--- src/shared/ppg_pair_consts.svh ---
`ifndef PPG_PAIR_CONSTS_SVH
`define PPG_PAIR_CONSTS_SVH

// Register offsets on the plain register port.
`define OFS_CYC_LO   4'h0
`define OFS_DUTY_LO  4'h1
`define OFS_CMP_HI   4'h2
`define OFS_DUTY_HI  4'h3
`define OFS_MODE_LO  4'h4
`define OFS_MODE_HI  4'h5
`define OFS_CTRL     4'h6
`define OFS_CNT_LO   4'h7
`define OFS_CNT_HI   4'h8

// Mode field codes.
`define MODE_PPG     2'b10
`define MODE_T16A    2'b00
`define MODE_T16B    2'b01

// Field positions inside the pair control register.
`define CTRL_RUN_LO  0
`define CTRL_RUN_HI  1
`define CTRL_CASC    2
`define CTRL_AND     3
`define CTRL_W       4

// Reset values.
`define MODE_RST     8'h00
`define CTRL_RST     8'h00
`define CMP_RST      8'h00
`define CNT_RST      8'h00

// Source clock dividers as powers of two, one per clock select code.
`define PRE_W        11
`define DIV_SEL0     4'd11
`define DIV_SEL1     4'd10
`define DIV_SEL2     4'd8
`define DIV_SEL3     4'd6
`define DIV_SEL4     4'd4
`define DIV_SEL5     4'd2
`define DIV_SEL6     4'd1
`define DIV_SEL7     4'd0

`endif

--- src/shared/ppg_pair_pkg.sv ---
`include "ppg_pair_consts.svh"

package ppg_pair_pkg;

  typedef struct packed {
    logic       dbuf_enable;
    logic       initial_level;
    logic [1:0] mode_field;
    logic       ext_input_select;
    logic [2:0] clock_select;
  } mode_t;

  typedef struct packed {
    logic [3:0] rsvd;
    logic       and_output_select;
    logic       cascade_bit;
    logic       run_hi;
    logic       run_lo;
  } control_t;

  typedef struct packed {
    logic [3:0] addr;
    logic [7:0] wdata;
    logic       wr;
    logic       rd;
  } bus_req_t;

  typedef struct packed {
    logic [`PRE_W-1:0] pre;
    logic              tick;
  } tick_state_t;

  typedef struct packed {
    mode_t          mode_reg_lo;
    mode_t          mode_reg_hi;
    control_t       pair_control;
    logic [1:0][7:0] cyc_buf;
    logic [1:0][7:0] cyc_act;
    logic [1:0][7:0] duty_buf;
    logic [1:0][7:0] duty_act;
    logic [7:0]     lo_stage;
    logic [1:0][7:0] cnt;
    logic [1:0]     pout;
    logic           pin_lo;
    logic           pin_hi;
    logic [1:0]     irq;
    logic [7:0]     rdata;
  } pair_state_t;

endpackage

--- src/design/source_tick.sv ---
`timescale 1ns/1ps
`default_nettype none
`include "ppg_pair_consts.svh"

module source_tick
  import ppg_pair_pkg::*;
(
  // Clock and reset
  input  wire logic       clk_sys,
  input  wire logic       rst,
  // Control
  input  wire logic       run,
  input  wire logic [2:0] sel,
  // Source clock pulse
  output logic            tick
);

  tick_state_t s_reg;
  tick_state_t s_next;

  function automatic logic [`PRE_W-1:0] sel_mask(input logic [2:0] code);
    logic [3:0] sh;
    sh = `DIV_SEL7;
    case (code)
      3'h0: sh = `DIV_SEL0;
      3'h1: sh = `DIV_SEL1;
      3'h2: sh = `DIV_SEL2;
      3'h3: sh = `DIV_SEL3;
      3'h4: sh = `DIV_SEL4;
      3'h5: sh = `DIV_SEL5;
      3'h6: sh = `DIV_SEL6;
      default: sh = `DIV_SEL7;
    endcase
    sel_mask = `PRE_W'((12'h001 << sh) - 12'h001);
  endfunction

  // The prescaler restarts with the run bit, so the first count of a run
  // always lasts a full source period.
  always_comb
  begin
    s_next = s_reg;
    s_next.tick = 1'b0;
    if (!run)
    begin
      s_next.pre = '0;
    end
    else if ((s_reg.pre & sel_mask(sel)) == sel_mask(sel))
    begin
      s_next.pre = '0;
      s_next.tick = 1'b1;
    end
    else
    begin
      s_next.pre = s_reg.pre + `PRE_W'(1);
    end
  end

  always_ff @(posedge clk_sys)
  begin
    if (rst)
    begin
      s_reg <= '0;
    end
    else
    begin
      s_reg <= s_next;
    end
  end

  assign tick = s_reg.tick;

endmodule

`default_nettype wire

--- src/design/ppg_timer_pair.sv ---
// Notes on behaviour
// - Lower counter is a pulse generator at mode 10, no cascade, no external input.
// - Upper counter works the same way with its own mode, compares and run bit.
// - Mode register writes are dropped while that counter runs; configure first.
// - Initial-level bit picks the idle level of the pulse output.
// - A stopped counter drives its initial level on the pulse output.
// - With AND select set, the lower pin shows the AND of both pulse outputs.
// - Running counter counts source clocks; duty match flips output off idle.
// - Cycle match returns output to idle and raises the counter's interrupt.
// - Clearing run stops the counter, zeroes it, and restores the idle level.
// - Double buffered running writes wait in a buffer until the interrupt.
// - Double buffered compare reads return the buffer, not the active value.
// - A compare write while stopped loads buffer and active value together.
// - Unbuffered running writes act at once; a value below count waits a wrap.
// - Unbuffered write equal to the count matches right after the write.
// - Cascade bit joins both counters; only the upper settings then count.
// - Sixteen-bit timer runs with upper mode 00 or 01 and no external input.
// - Low byte then high byte; the high write commits both bytes together.
// - Upper run starts the 16-bit timer and locks the upper mode register.
// - A 16-bit match raises the upper interrupt and restarts from zero.
// - Clearing upper run in 16-bit mode stops and zeroes the counter.
// - Buffered 16-bit running writes move to the active value on the match.
// - A 16-bit write while stopped loads buffer and active value together.
// - 16-bit compare reads return the buffer in every case; a staged low byte shows only after the high write.
//
// Implementation choices: the register offsets and strobed register access.
`timescale 1ns/1ps
`default_nettype none
`include "ppg_pair_consts.svh"

module ppg_timer_pair
  import ppg_pair_pkg::*;
(
  // Clock and reset
  input  wire logic                  clk_sys,
  input  wire logic                  rst,
  // Register port
  input  wire ppg_pair_pkg::bus_req_t bus,
  output logic [7:0]                 rdata,
  // Pulse pins
  output logic                       pulse_out_lo,
  output logic                       pulse_out_hi,
  // Interrupt requests
  output logic                       irq_lo,
  output logic                       irq_hi
);

  pair_state_t s;
  pair_state_t n;

  mode_t      md       [2];
  logic [1:0] runb;
  logic [1:0] ppg_on;
  logic [1:0] live;
  logic [1:0] tk;
  logic [1:0] wr_cyc;
  logic [1:0] wr_dut;
  logic [1:0] m_cyc;
  logic [1:0] m_duty;
  logic       casc16;
  logic       run16;
  logic       wr_lo16;
  logic       wr_hi16;
  logic       m16;
  logic [15:0] cnt16;
  logic [15:0] act16;
  logic [15:0] new16;

  function automatic logic [7:0] cmp_view(input logic dbuf, input logic [7:0] bf,
                                          input logic [7:0] act);
    cmp_view = dbuf ? bf : act;
  endfunction

  function automatic logic hit(input bus_req_t b, input logic [3:0] ofs);
    hit = b.wr && (b.addr == ofs);
  endfunction

  assign md[0] = s.mode_reg_lo;
  assign md[1] = s.mode_reg_hi;
  assign runb  = {s.pair_control.run_hi, s.pair_control.run_lo};

  source_tick u_tick_lo (
    .clk_sys (clk_sys),
    .rst     (rst),
    .run     (live[0]),
    .sel     (s.mode_reg_lo.clock_select),
    .tick    (tk[0])
  );

  // The upper prescaler also feeds the joined 16-bit counter.
  source_tick u_tick_hi (
    .clk_sys (clk_sys),
    .rst     (rst),
    .run     (live[1] || run16),
    .sel     (s.mode_reg_hi.clock_select),
    .tick    (tk[1])
  );

  always_comb
  begin
    n = s;
    n.irq = 2'b00;
    n.rdata = 8'h00;
    ppg_on = 2'b00;
    live = 2'b00;
    wr_cyc = 2'b00;
    wr_dut = 2'b00;
    m_cyc = 2'b00;
    m_duty = 2'b00;

    if (hit(bus, `OFS_MODE_LO) && !s.pair_control.run_lo)
    begin
      n.mode_reg_lo = mode_t'(bus.wdata);
    end
    if (hit(bus, `OFS_MODE_HI) && !s.pair_control.run_hi)
    begin
      n.mode_reg_hi = mode_t'(bus.wdata);
    end
    if (hit(bus, `OFS_CTRL))
    begin
      n.pair_control = control_t'({4'h0, bus.wdata[`CTRL_W-1:0]});
    end

    casc16 = s.pair_control.cascade_bit;
    run16 = casc16 && s.pair_control.run_hi && !s.mode_reg_hi.ext_input_select &&
            ((s.mode_reg_hi.mode_field == `MODE_T16A) ||
             (s.mode_reg_hi.mode_field == `MODE_T16B));

    for (int c = 0; c < 2; c++)
    begin
      ppg_on[c] = (md[c].mode_field == `MODE_PPG) && !casc16 && !md[c].ext_input_select;
      live[c] = ppg_on[c] && runb[c];
      wr_cyc[c] = !casc16 && hit(bus, (c == 0) ? `OFS_CYC_LO : `OFS_CMP_HI);
      wr_dut[c] = hit(bus, (c == 0) ? `OFS_DUTY_LO : `OFS_DUTY_HI);

      if (wr_cyc[c])
      begin
        n.cyc_buf[c] = bus.wdata;
        if (!(live[c] && md[c].dbuf_enable))
        begin
          n.cyc_act[c] = bus.wdata;
        end
      end
      if (wr_dut[c])
      begin
        n.duty_buf[c] = bus.wdata;
        if (!(live[c] && md[c].dbuf_enable))
        begin
          n.duty_act[c] = bus.wdata;
        end
      end

      // unbuffered write equal to count matches at once
      m_cyc[c] = live[c] &&
                 ((tk[c] && (s.cnt[c] == s.cyc_act[c])) ||
                  (wr_cyc[c] && !md[c].dbuf_enable && (bus.wdata == s.cnt[c])));
      m_duty[c] = live[c] &&
                  ((tk[c] && (s.cnt[c] == s.duty_act[c])) ||
                   (wr_dut[c] && !md[c].dbuf_enable && (bus.wdata == s.cnt[c])));

      if (!live[c])
      begin
        n.cnt[c] = `CNT_RST;
        n.pout[c] = md[c].initial_level;
      end
      else if (m_cyc[c])
      begin
        n.cnt[c] = `CNT_RST;
        n.pout[c] = md[c].initial_level;
        n.irq[c] = 1'b1;
        if (md[c].dbuf_enable)
        begin
          n.cyc_act[c] = n.cyc_buf[c];
          n.duty_act[c] = n.duty_buf[c];
        end
      end
      else
      begin
        if (m_duty[c])
        begin
          n.pout[c] = !md[c].initial_level;
        end
        if (tk[c])
        begin
          n.cnt[c] = s.cnt[c] + 8'h01;
        end
      end
    end

    // low byte staged, high byte commits
    wr_lo16 = casc16 && hit(bus, `OFS_CYC_LO);
    wr_hi16 = casc16 && hit(bus, `OFS_CMP_HI);
    new16 = {bus.wdata, s.lo_stage};
    cnt16 = {s.cnt[1], s.cnt[0]};
    act16 = {s.cyc_act[1], s.cyc_act[0]};
    m16 = 1'b0;
    if (casc16)
    begin
      if (wr_lo16)
      begin
        n.lo_stage = bus.wdata;
      end
      if (wr_hi16)
      begin
        n.cyc_buf[1] = bus.wdata;
        n.cyc_buf[0] = s.lo_stage;
        if (!(run16 && s.mode_reg_hi.dbuf_enable))
        begin
          n.cyc_act[1] = bus.wdata;
          n.cyc_act[0] = s.lo_stage;
        end
      end
      m16 = run16 &&
            ((tk[1] && (cnt16 == act16)) ||
             (wr_hi16 && !s.mode_reg_hi.dbuf_enable && (new16 == cnt16)));
      if (!run16)
      begin
        {n.cnt[1], n.cnt[0]} = {`CNT_RST, `CNT_RST};
      end
      else if (m16)
      begin
        {n.cnt[1], n.cnt[0]} = {`CNT_RST, `CNT_RST};
        n.irq[1] = 1'b1;
        if (s.mode_reg_hi.dbuf_enable)
        begin
          n.cyc_act = n.cyc_buf;
        end
      end
      else if (tk[1])
      begin
        {n.cnt[1], n.cnt[0]} = cnt16 + 16'h0001;
      end
    end

    // AND combination on the lower pin
    n.pin_lo = s.pair_control.and_output_select ? (n.pout[0] & n.pout[1]) : n.pout[0];
    n.pin_hi = n.pout[1];

    // Read decode; unmapped offsets read as zero.
    if (bus.rd)
    begin
      if (bus.addr == `OFS_CYC_LO)
      begin
        n.rdata = casc16 ? s.cyc_buf[0] :
                  cmp_view(md[0].dbuf_enable, s.cyc_buf[0], s.cyc_act[0]);
      end
      else if (bus.addr == `OFS_DUTY_LO)
      begin
        n.rdata = cmp_view(md[0].dbuf_enable, s.duty_buf[0], s.duty_act[0]);
      end
      else if (bus.addr == `OFS_CMP_HI)
      begin
        n.rdata = casc16 ? s.cyc_buf[1] :
                  cmp_view(md[1].dbuf_enable, s.cyc_buf[1], s.cyc_act[1]);
      end
      else if (bus.addr == `OFS_DUTY_HI)
      begin
        n.rdata = cmp_view(md[1].dbuf_enable, s.duty_buf[1], s.duty_act[1]);
      end
      else if (bus.addr == `OFS_MODE_LO)
      begin
        n.rdata = s.mode_reg_lo;
      end
      else if (bus.addr == `OFS_MODE_HI)
      begin
        n.rdata = s.mode_reg_hi;
      end
      else if (bus.addr == `OFS_CTRL)
      begin
        n.rdata = s.pair_control;
      end
      else if (bus.addr == `OFS_CNT_LO)
      begin
        n.rdata = s.cnt[0];
      end
      else if (bus.addr == `OFS_CNT_HI)
      begin
        n.rdata = s.cnt[1];
      end
      else
      begin
        n.rdata = 8'h00;
      end
    end
  end

  always_ff @(posedge clk_sys)
  begin
    if (rst)
    begin
      s <= '0;
      s.mode_reg_lo <= mode_t'(`MODE_RST);
      s.mode_reg_hi <= mode_t'(`MODE_RST);
      s.pair_control <= control_t'(`CTRL_RST);
      s.cyc_buf <= {`CMP_RST, `CMP_RST};
      s.cyc_act <= {`CMP_RST, `CMP_RST};
      s.duty_buf <= {`CMP_RST, `CMP_RST};
      s.duty_act <= {`CMP_RST, `CMP_RST};
    end
    else
    begin
      s <= n;
    end
  end

  assign rdata = s.rdata;
  assign pulse_out_lo = s.pin_lo;
  assign pulse_out_hi = s.pin_hi;
  assign irq_lo = s.irq[0];
  assign irq_hi = s.irq[1];
endmodule

`default_nettype wire

--- config.mk ---
export PLATFORM = sky130hd
export DESIGN_NAME = ppg_timer_pair
export DESIGN_NICKNAME = d
export VERILOG_FILES = /design/src/shared/ppg_pair_pkg.sv /design/src/design/source_tick.sv /design/src/design/ppg_timer_pair.sv
export VERILOG_INCLUDE_DIRS = /design/src /design/src/shared
export SDC_FILE = /design/constraint.sdc
export NUM_CORES = 1
export LEC_CHECK = 0
export CELL_PAD_IN_SITES_DETAIL_PLACEMENT = 0
export CELL_PAD_IN_SITES_GLOBAL_PLACEMENT = 1
export CORE_MARGIN = 5
export CORE_UTILIZATION = 50
export CTS_CLUSTER_SIZE = 10
export DETAILED_ROUTE_END_ITERATION = 8
export DONT_BUFFER_PORTS = 1
export PLACE_DENSITY_LB_ADDON = 0.1
export SLEW_MARGIN = 20
export SYNTH_ARGS = -nofsm -noshare
export SYNTH_HDL_FRONTEND = slang
export SYNTH_HIERARCHICAL = 1
export SYNTH_SLANG_ARGS = --single-unit
--- constraint.sdc ---
create_clock -name clk_sys -period 4.9 [get_ports clk_sys]
set_clock_uncertainty 0.2 [all_clocks]
set_input_delay 0.245 -clock clk_sys [delete_from_list [all_inputs] [get_ports clk_sys]]
set_output_delay 0.245 -clock clk_sys [all_outputs]
set_load 0.1 [all_outputs]
==> results of run 1 <==
[layout by cell type (no fill, tap or decap), types with 20 or more instances in the layout]
cell / synthesis / layout
nand4_1: 28 / 28
o21ai_0: 44 / 44
mux2i_1: 78 / 78
dfxtp_1: 145 / 145
a21oi_1: 44 / 44
nor2_1: 158 / 158
xnor2_1: 58 / 58
nor3_1: 20 / 20
nand3_1: 27 / 27
nand2_1: 78 / 78
xor2_1: 27 / 27
[worst reg2reg max path: stages (launching register included)]
cell and delay, ps:
dfxtp_1 790, nand3_4 350, or3_1 470, o22ai_2 480, o21ai_0 220, nand3b_1 380, nor2_1 100
[routing by layer]
layer | vias up | share of wire [%]
li1 | 3652 | -
met1 | 3637 | 46
met2 | 312 | 43
met3 | 52 | 7.8
met4 | 0 | 3.0
met5 | - | 0
[power breakdown]
part	leakage (nW)	internal [W]	switching, W
clock	0.324	0.000954	0.000531
combinational	2.15	0.0000583	0.0000946
sequential	1.17	0.00119	0.0000237
[area by class of cell]
cell class                      instances  area, um^2
Clock buffer                           18         429
Sequential cell                       145        2900
Multi-Input combinational cell        798        5280
Inverter                               14        52.6
Tap cell                              225         282
Clock inverter                         14         238
Fill cell                            1692        7760
Timing Repair Buffer                   23         241
[logic make-up after synthesis]
logic type | count (synthesis) | synth area share [%]
AO/OA/AOI/OAI | 231 | 19.8
multiplexers | 82 | 9.48
adder cells (fa/ha/maj) | 6 | 0.862
AND/OR/NAND/NOR | 394 | 21.9
XOR/XNOR | 85 | 8.55
flip-flops | 145 | 33.3
buffers and inverters | 112 | 6.13
[path summary, 6_finish.rpt]
| kind | slack (ps) | from | end | cells past startpoint |
|---|---|---|---|---|
| max | 1790 | casc16$_SDFFE_PP0P_ | cnt16[0]$_SDFF_PP0_ | 6 |
| min | 10 | bus[8] | act16[6]$_SDFF_PP0_ | 3 |
| max reg2reg | 1790 | casc16$_SDFFE_PP0P_ | cnt16[0]$_SDFF_PP0_ | 6 |
| min reg2reg | 270 | s[58]$_SDFF_PP0_ | s[58]$_SDFF_PP0_ | 2 |
[cells in the mapped netlist, drive strengths merged, types with 12 or more instances]
master and count:
xnor2 58, dfxtp 145, nand4 28, nor4 15
a21oi 44, a211oi 17, nor2 158, inv 14
nor3 20, nor2b 17, nand3 29, nand2 80
o21ai 48, mux2i 78, buf 46, clkbuf 52
o22ai 18, a21o 13, nand2b 12, a31oi 12
a311oi 16, xor2 27
[stage by stage]
| stage | hold slack, ps | cells |
|---|---|---|
| 2_1_floorplan | 205 | 1055 |
| 3_3_place_gp | 124 | 1184 |
| 3_5_place_dp | 127 | 1185 |
| 4_1_cts | 2.11 | 1235 |
| 5_1_grt | 32.7 | 1237 |
| 6_report | 12.0 | 1237 |
==> results.yml, run 1 <==
run_status:
  outcome: "complete, no violations"
floorplan:
  rows: 48
  core-area_mm2: 0.0172
  die_area_mm2: 0.0202
  io_pins: 28
  chipWidth_um: 142
  start_util_pct: 50.7
  die_h_um: 142
grt:
  grt_max_degree: 100
  gr-usage-met3_pct: 5.68
  met2_usage_pct: 40.6
  grt_busiest_layer: "met2"
  grt_pass1_vias: 7121
  antenna_found_initial: 0
  grt-ovfl-total: 0
  track_usage_pct: 27.6
  use_met1_pct: 39.8
  grt_pass1_wl_mm: 43.0
pwr:
  p_leak_nw: 3.64
  power_w: 0.00285
  p_per_area_mw_per_mm2: 303
  irDropWorstVdd_mv: 0.239
route:
  wire_per_inst_um: 22.5
  wl_mm: 27.9
  dr.pass1.iters: 6
  drt-initial-drc-count: 829
  vias: 7653
  ant_nets: 0
  remaining_drc_errors: 0
  vias_per_cell: 6.19
timing:
  fmax_mhz: 322
  layout_setup_ws_ps: 1790
  slew_headroom_pct: 29.9
  worstMarginPinSlew_ps: 1050
  tns_ps: 0
  slew_viol_final: 0
  rsz0062_at_grt: "false"
  finalCritPeriodShare_pct: 63.4
  report.final.hold_viol_count: 0
  setup_viol: 0
  finalCriticalPeriod_ps: 3110
layout:
  area_growth_syn_to_layout_pct: 8.13
  nets: 1021
  utilization_pct: 54.8
  largest_reg_flops: 51
  antenna_cells: 0
  stdcell_area_mm2: 0.00942
  layout-drive-gt1-share_pct: 8.50
worst_setup_path:
  cpPeakStageDelay_ps: 790
  path_class: "register to register"
  cp_cell_sequence: "nand3_4 > or3_1 > o22ai_2 > o21ai_0 > nand3b_1 > nor2_1"
  crit_buf_inv: 0
  cp.arrival_ps: 3210
  cp_top_family: "simple AND/OR/NAND/NOR gates"
  worstPathRequired_ps: 5000
  start_kind: "register"
  cpMaxStageDelayCell: "dfxtp_1"
  path_max_fanout: 19
  endpoint_kind: "register"
cts:
  htreeDepth: 4
  ctsResizeCount: 0
  cts.clk_slew.worst_paths_ps: 60
  cts-buffers-inserted: 17
  ctsHoldBuffers: 18
  cts.sinks: 145
  cts_tree: "done"
  clk_latency_ps: 430
  cts.path.max_buffers: 2
  cts-root-buf: "clkbuf_16"
  postCtsSetupBuffers: 0
synth:
  ys_seq_area_share_pct: 33.3
  synthesis.nets: 1077
  synth_edf_count: 0
  ys_ff_latch: 145
  avgSynthCellArea_um2: 8.26
  ys.flop_type: "dfxtp_1"
  synthTopCellsByArea: "dfxtp_1 (33%), mux2i_1 (9.0%), nor2_1 (6.8%), xnor2_1 (5.8%), nand2_1 (3.4%)"
  yosys.area.top_type: "dfxtp_1"
  async_reset_ff_share_pct: 0
  yosys_warnings: 6
  synth_top_area_share_pct: 33.3
  synth.cell_area_mm2: 0.00871
  syn-instance-count: 1055
  ys_types: 74
place:
  port_buffers: 0
  gp_congestion: 0.884
  place_area_mm2: 0.00854
  place_ws_ps: 1860
  place.detailed.hpwl_mm: 17.6
run:
  max_cap_viol_count: 0
min_path:
  min_path_type: "input port to register"
Note: power is estimated with default switching activity, not from simulation.
==> inputs of run 2 (changes only) <==
--- a/config.mk
+++ b/config.mk
@@ -9,7 +9,7 @@
 export CELL_PAD_IN_SITES_DETAIL_PLACEMENT = 0
 export CELL_PAD_IN_SITES_GLOBAL_PLACEMENT = 1
 export CORE_MARGIN = 5
-export CORE_UTILIZATION = 50
+export CORE_UTILIZATION = 44
 export CTS_CLUSTER_SIZE = 10
 export DETAILED_ROUTE_END_ITERATION = 8
 export DONT_BUFFER_PORTS = 1
==> constraint.sdc (replaced) <==
create_clock -name clk_sys -period 2.85 [get_ports clk_sys]
set_clock_uncertainty 0.2 [all_clocks]
set_input_delay 0.1425 -clock clk_sys [delete_from_list [all_inputs] [get_ports clk_sys]]
set_output_delay 0.1425 -clock clk_sys [all_outputs]
set_load 0.1 [all_outputs]
==> results.yml, run 2 (same netlist as run 1, synthesis figures left out) <==
run_status:
  outcome: "complete, no violations"
grt:
  track_usage_pct: 25.7
  grt-ovfl-total: 0
  grt_pass1_wl_mm: 44.3
  antenna_found_initial: 2
  grt_pass1_vias: 7196
  grt_max_degree: 102
layout:
  nets: 1067
  largest_reg_flops: 51
  layout-drive-gt1-share_pct: 11.4
  final_cell_mix: "nor2_1 (158), dfxtp_1 (145), nand2_1 (78), mux2i_1 (78), xnor2_1 (58)"
  area_growth_syn_to_layout_pct: 12.4
  regArea_mm2: 0.00290
  final_common_cell: "nor2_1"
  multi_input_area_mm2: 0.00528
  stdcell_area_mm2: 0.00979
  fill_cells: 1902
floorplan:
  io_pins: 28
  chipWidth_um: 151
  die_area_mm2: 0.0227
  rows: 51
  start_util_pct: 44.8
  die_h_um: 151
  core-area_mm2: 0.0195
pwr:
  p_leak_nw: 3.85
  p_sw_share_pct: 23.7
  irDropWorstVdd_mv: 0.431
  p_clk_share_pct: 49.8
  p_sw_w: 0.00111
  power_w: 0.00471
  p_per_area_mw_per_mm2: 481
  p_int_w: 0.00360
  seqPwrFrac_pct: 44.3
  p_comb_share_pct: 5.9
worst_setup_path:
  path_max_fanout: 21
  cpPeakStageDelay_ps: 640
  start_kind: "input port"
  crit_buf_inv: 1
  cp.arrival_ps: 2760
  endpoint_kind: "register"
  worstPathRequired_ps: 2940
  r2r_slack_ps: 190
  cp_cell_sequence: "dlygate4sd3_1 > nor4b_4 > nand3_4 > or3_1 > o22ai_2 > o21ai_0 > nand2b_1 > a211oi_1"
  r2r-end: "pulse_out_lo$_SDFF_PP0_"
  path_class: "input port to register"
  cpMaxStageDelayCell: "dlygate4sd3_1"
  cp-startpoint: "bus[10]"
  cp.depth: 8
  critical_path.endpoint: "cnt16[15]$_SDFF_PP0_"
  cp_top_family: "simple AND/OR/NAND/NOR gates"
  reg2reg_from: "cnt16[4]$_SDFF_PP0_"
  rr_worst_depth: 7
timing:
  slew_viol_final: 0
  rsz0062_at_grt: "false"
  fmax_mhz: 374
  setup_viol: 0
  worstMarginPinSlew_ps: 996
  slew_headroom_pct: 33.5
  finalCritPeriodShare_pct: 93.7
  tns_ps: 0
  finalCriticalPeriod_ps: 2670
  layout_setup_ws_ps: 179
  report.final.hold_viol_count: 0
cts:
  cts-root-buf: "clkbuf_16"
  cts_tree: "done"
  postCtsSetupBuffers: 0
  cts-buffers-inserted: 17
  cts.sinks: 145
  cts.clk_slew.worst_paths_ps: 60
  cts.path.max_buffers: 2
  htreeDepth: 4
  clk_latency_ps: 430
min_path:
  min_path_type: "input port to register"
  min_path_cells: 5
route:
  vias: 7717
  dr.pass1.iters: 5
  wire_per_inst_um: 22.0
  vias_per_cell: 5.83
  wl_mm: 29.1
  ant_nets: 0
  drt-initial-drc-count: 678
  remaining_drc_errors: 0
run:
  max_cap_viol_count: 0
place:
  port_buffers: 0
  place_ws_ps: 227
  place_area_mm2: 0.00887
  place.detailed.hpwl_mm: 19.0
  gp_congestion: 0.866
-- run 2: power groups by stage --
stage	Clock (W)	Sequential (W)	Combinational (W)
after CTS	0.00237	0.00209	0.000277
after global placement	0	0.00213	0.000185
final	0.00234	0.00209	0.000279
after floorplan	0	0.00211	0.000210
after detailed placement	0	0.00213	0.000183
after global routing	0.00247	0.00209	0.000300
-- run 2: tightest hold or removal path, stage by stage --
cell	delay (ps)
nor2_1	30
a21oi_1	110
o21ai_0	120
nand2_1	80
o21ai_0	80
-- run 2: worst min path at each step --
stage	slack [ps]	start	end
2_1_floorplan	100	rst	u_tick_hi/s_reg[2]$_SDFF_PP0_
3_3_place_gp	20	rst	s[55]$_SDFF_PP0_
3_5_place_dp	20	rst	s[54]$_SDFF_PP0_
4_1_cts	6	bus[1]	s[59]$_SDFF_PP0_
5_1_grt	30	bus[10]	rdata[4]$_SDFF_PP0_
6_report	5	bus[10]	rdata[7]$_SDFF_PP0_
-- run 2: per-layer routing --
metal / track usage [%] / share of wire, % / up-vias
li1: - / - / 3747
met3: 6.14 / 6.5 / 48
met5: 0 / 0 / -
met1: 37.2 / 48 / 3642
met4: 9.47 / 3.5 / 0
met2: 36.9 / 42 / 280
-- run 2: cell type report --
type                    instances  share of cell area [%]
clock buffers                  22                    4.84
well taps                     265                    3.39
repair buffers                 69                    6.34
diodes                          1                  0.0255
multi-input cells             798                    53.9
flip-flops and latches        145                    29.6
clock inverters                 9                    1.34
inverters                      14                   0.537
-- run 2: metrics by stage --
step	utilization, %	hold slack [ps]	std cells
after detailed placement	45.6	24.9	1262
after CTS	50.3	5.64	1322
after floorplan	-	102	1055
final	50.3	5.33	1323
after global placement	45.6	23.5	1262
after global routing	50.3	27.8	1322
-- run 2: timing repair --
item	CTS	global route
setup endpoints to repair	0	4
hold buffers	29	0
hold endpoints to repair	125	0
resized for setup	0	1
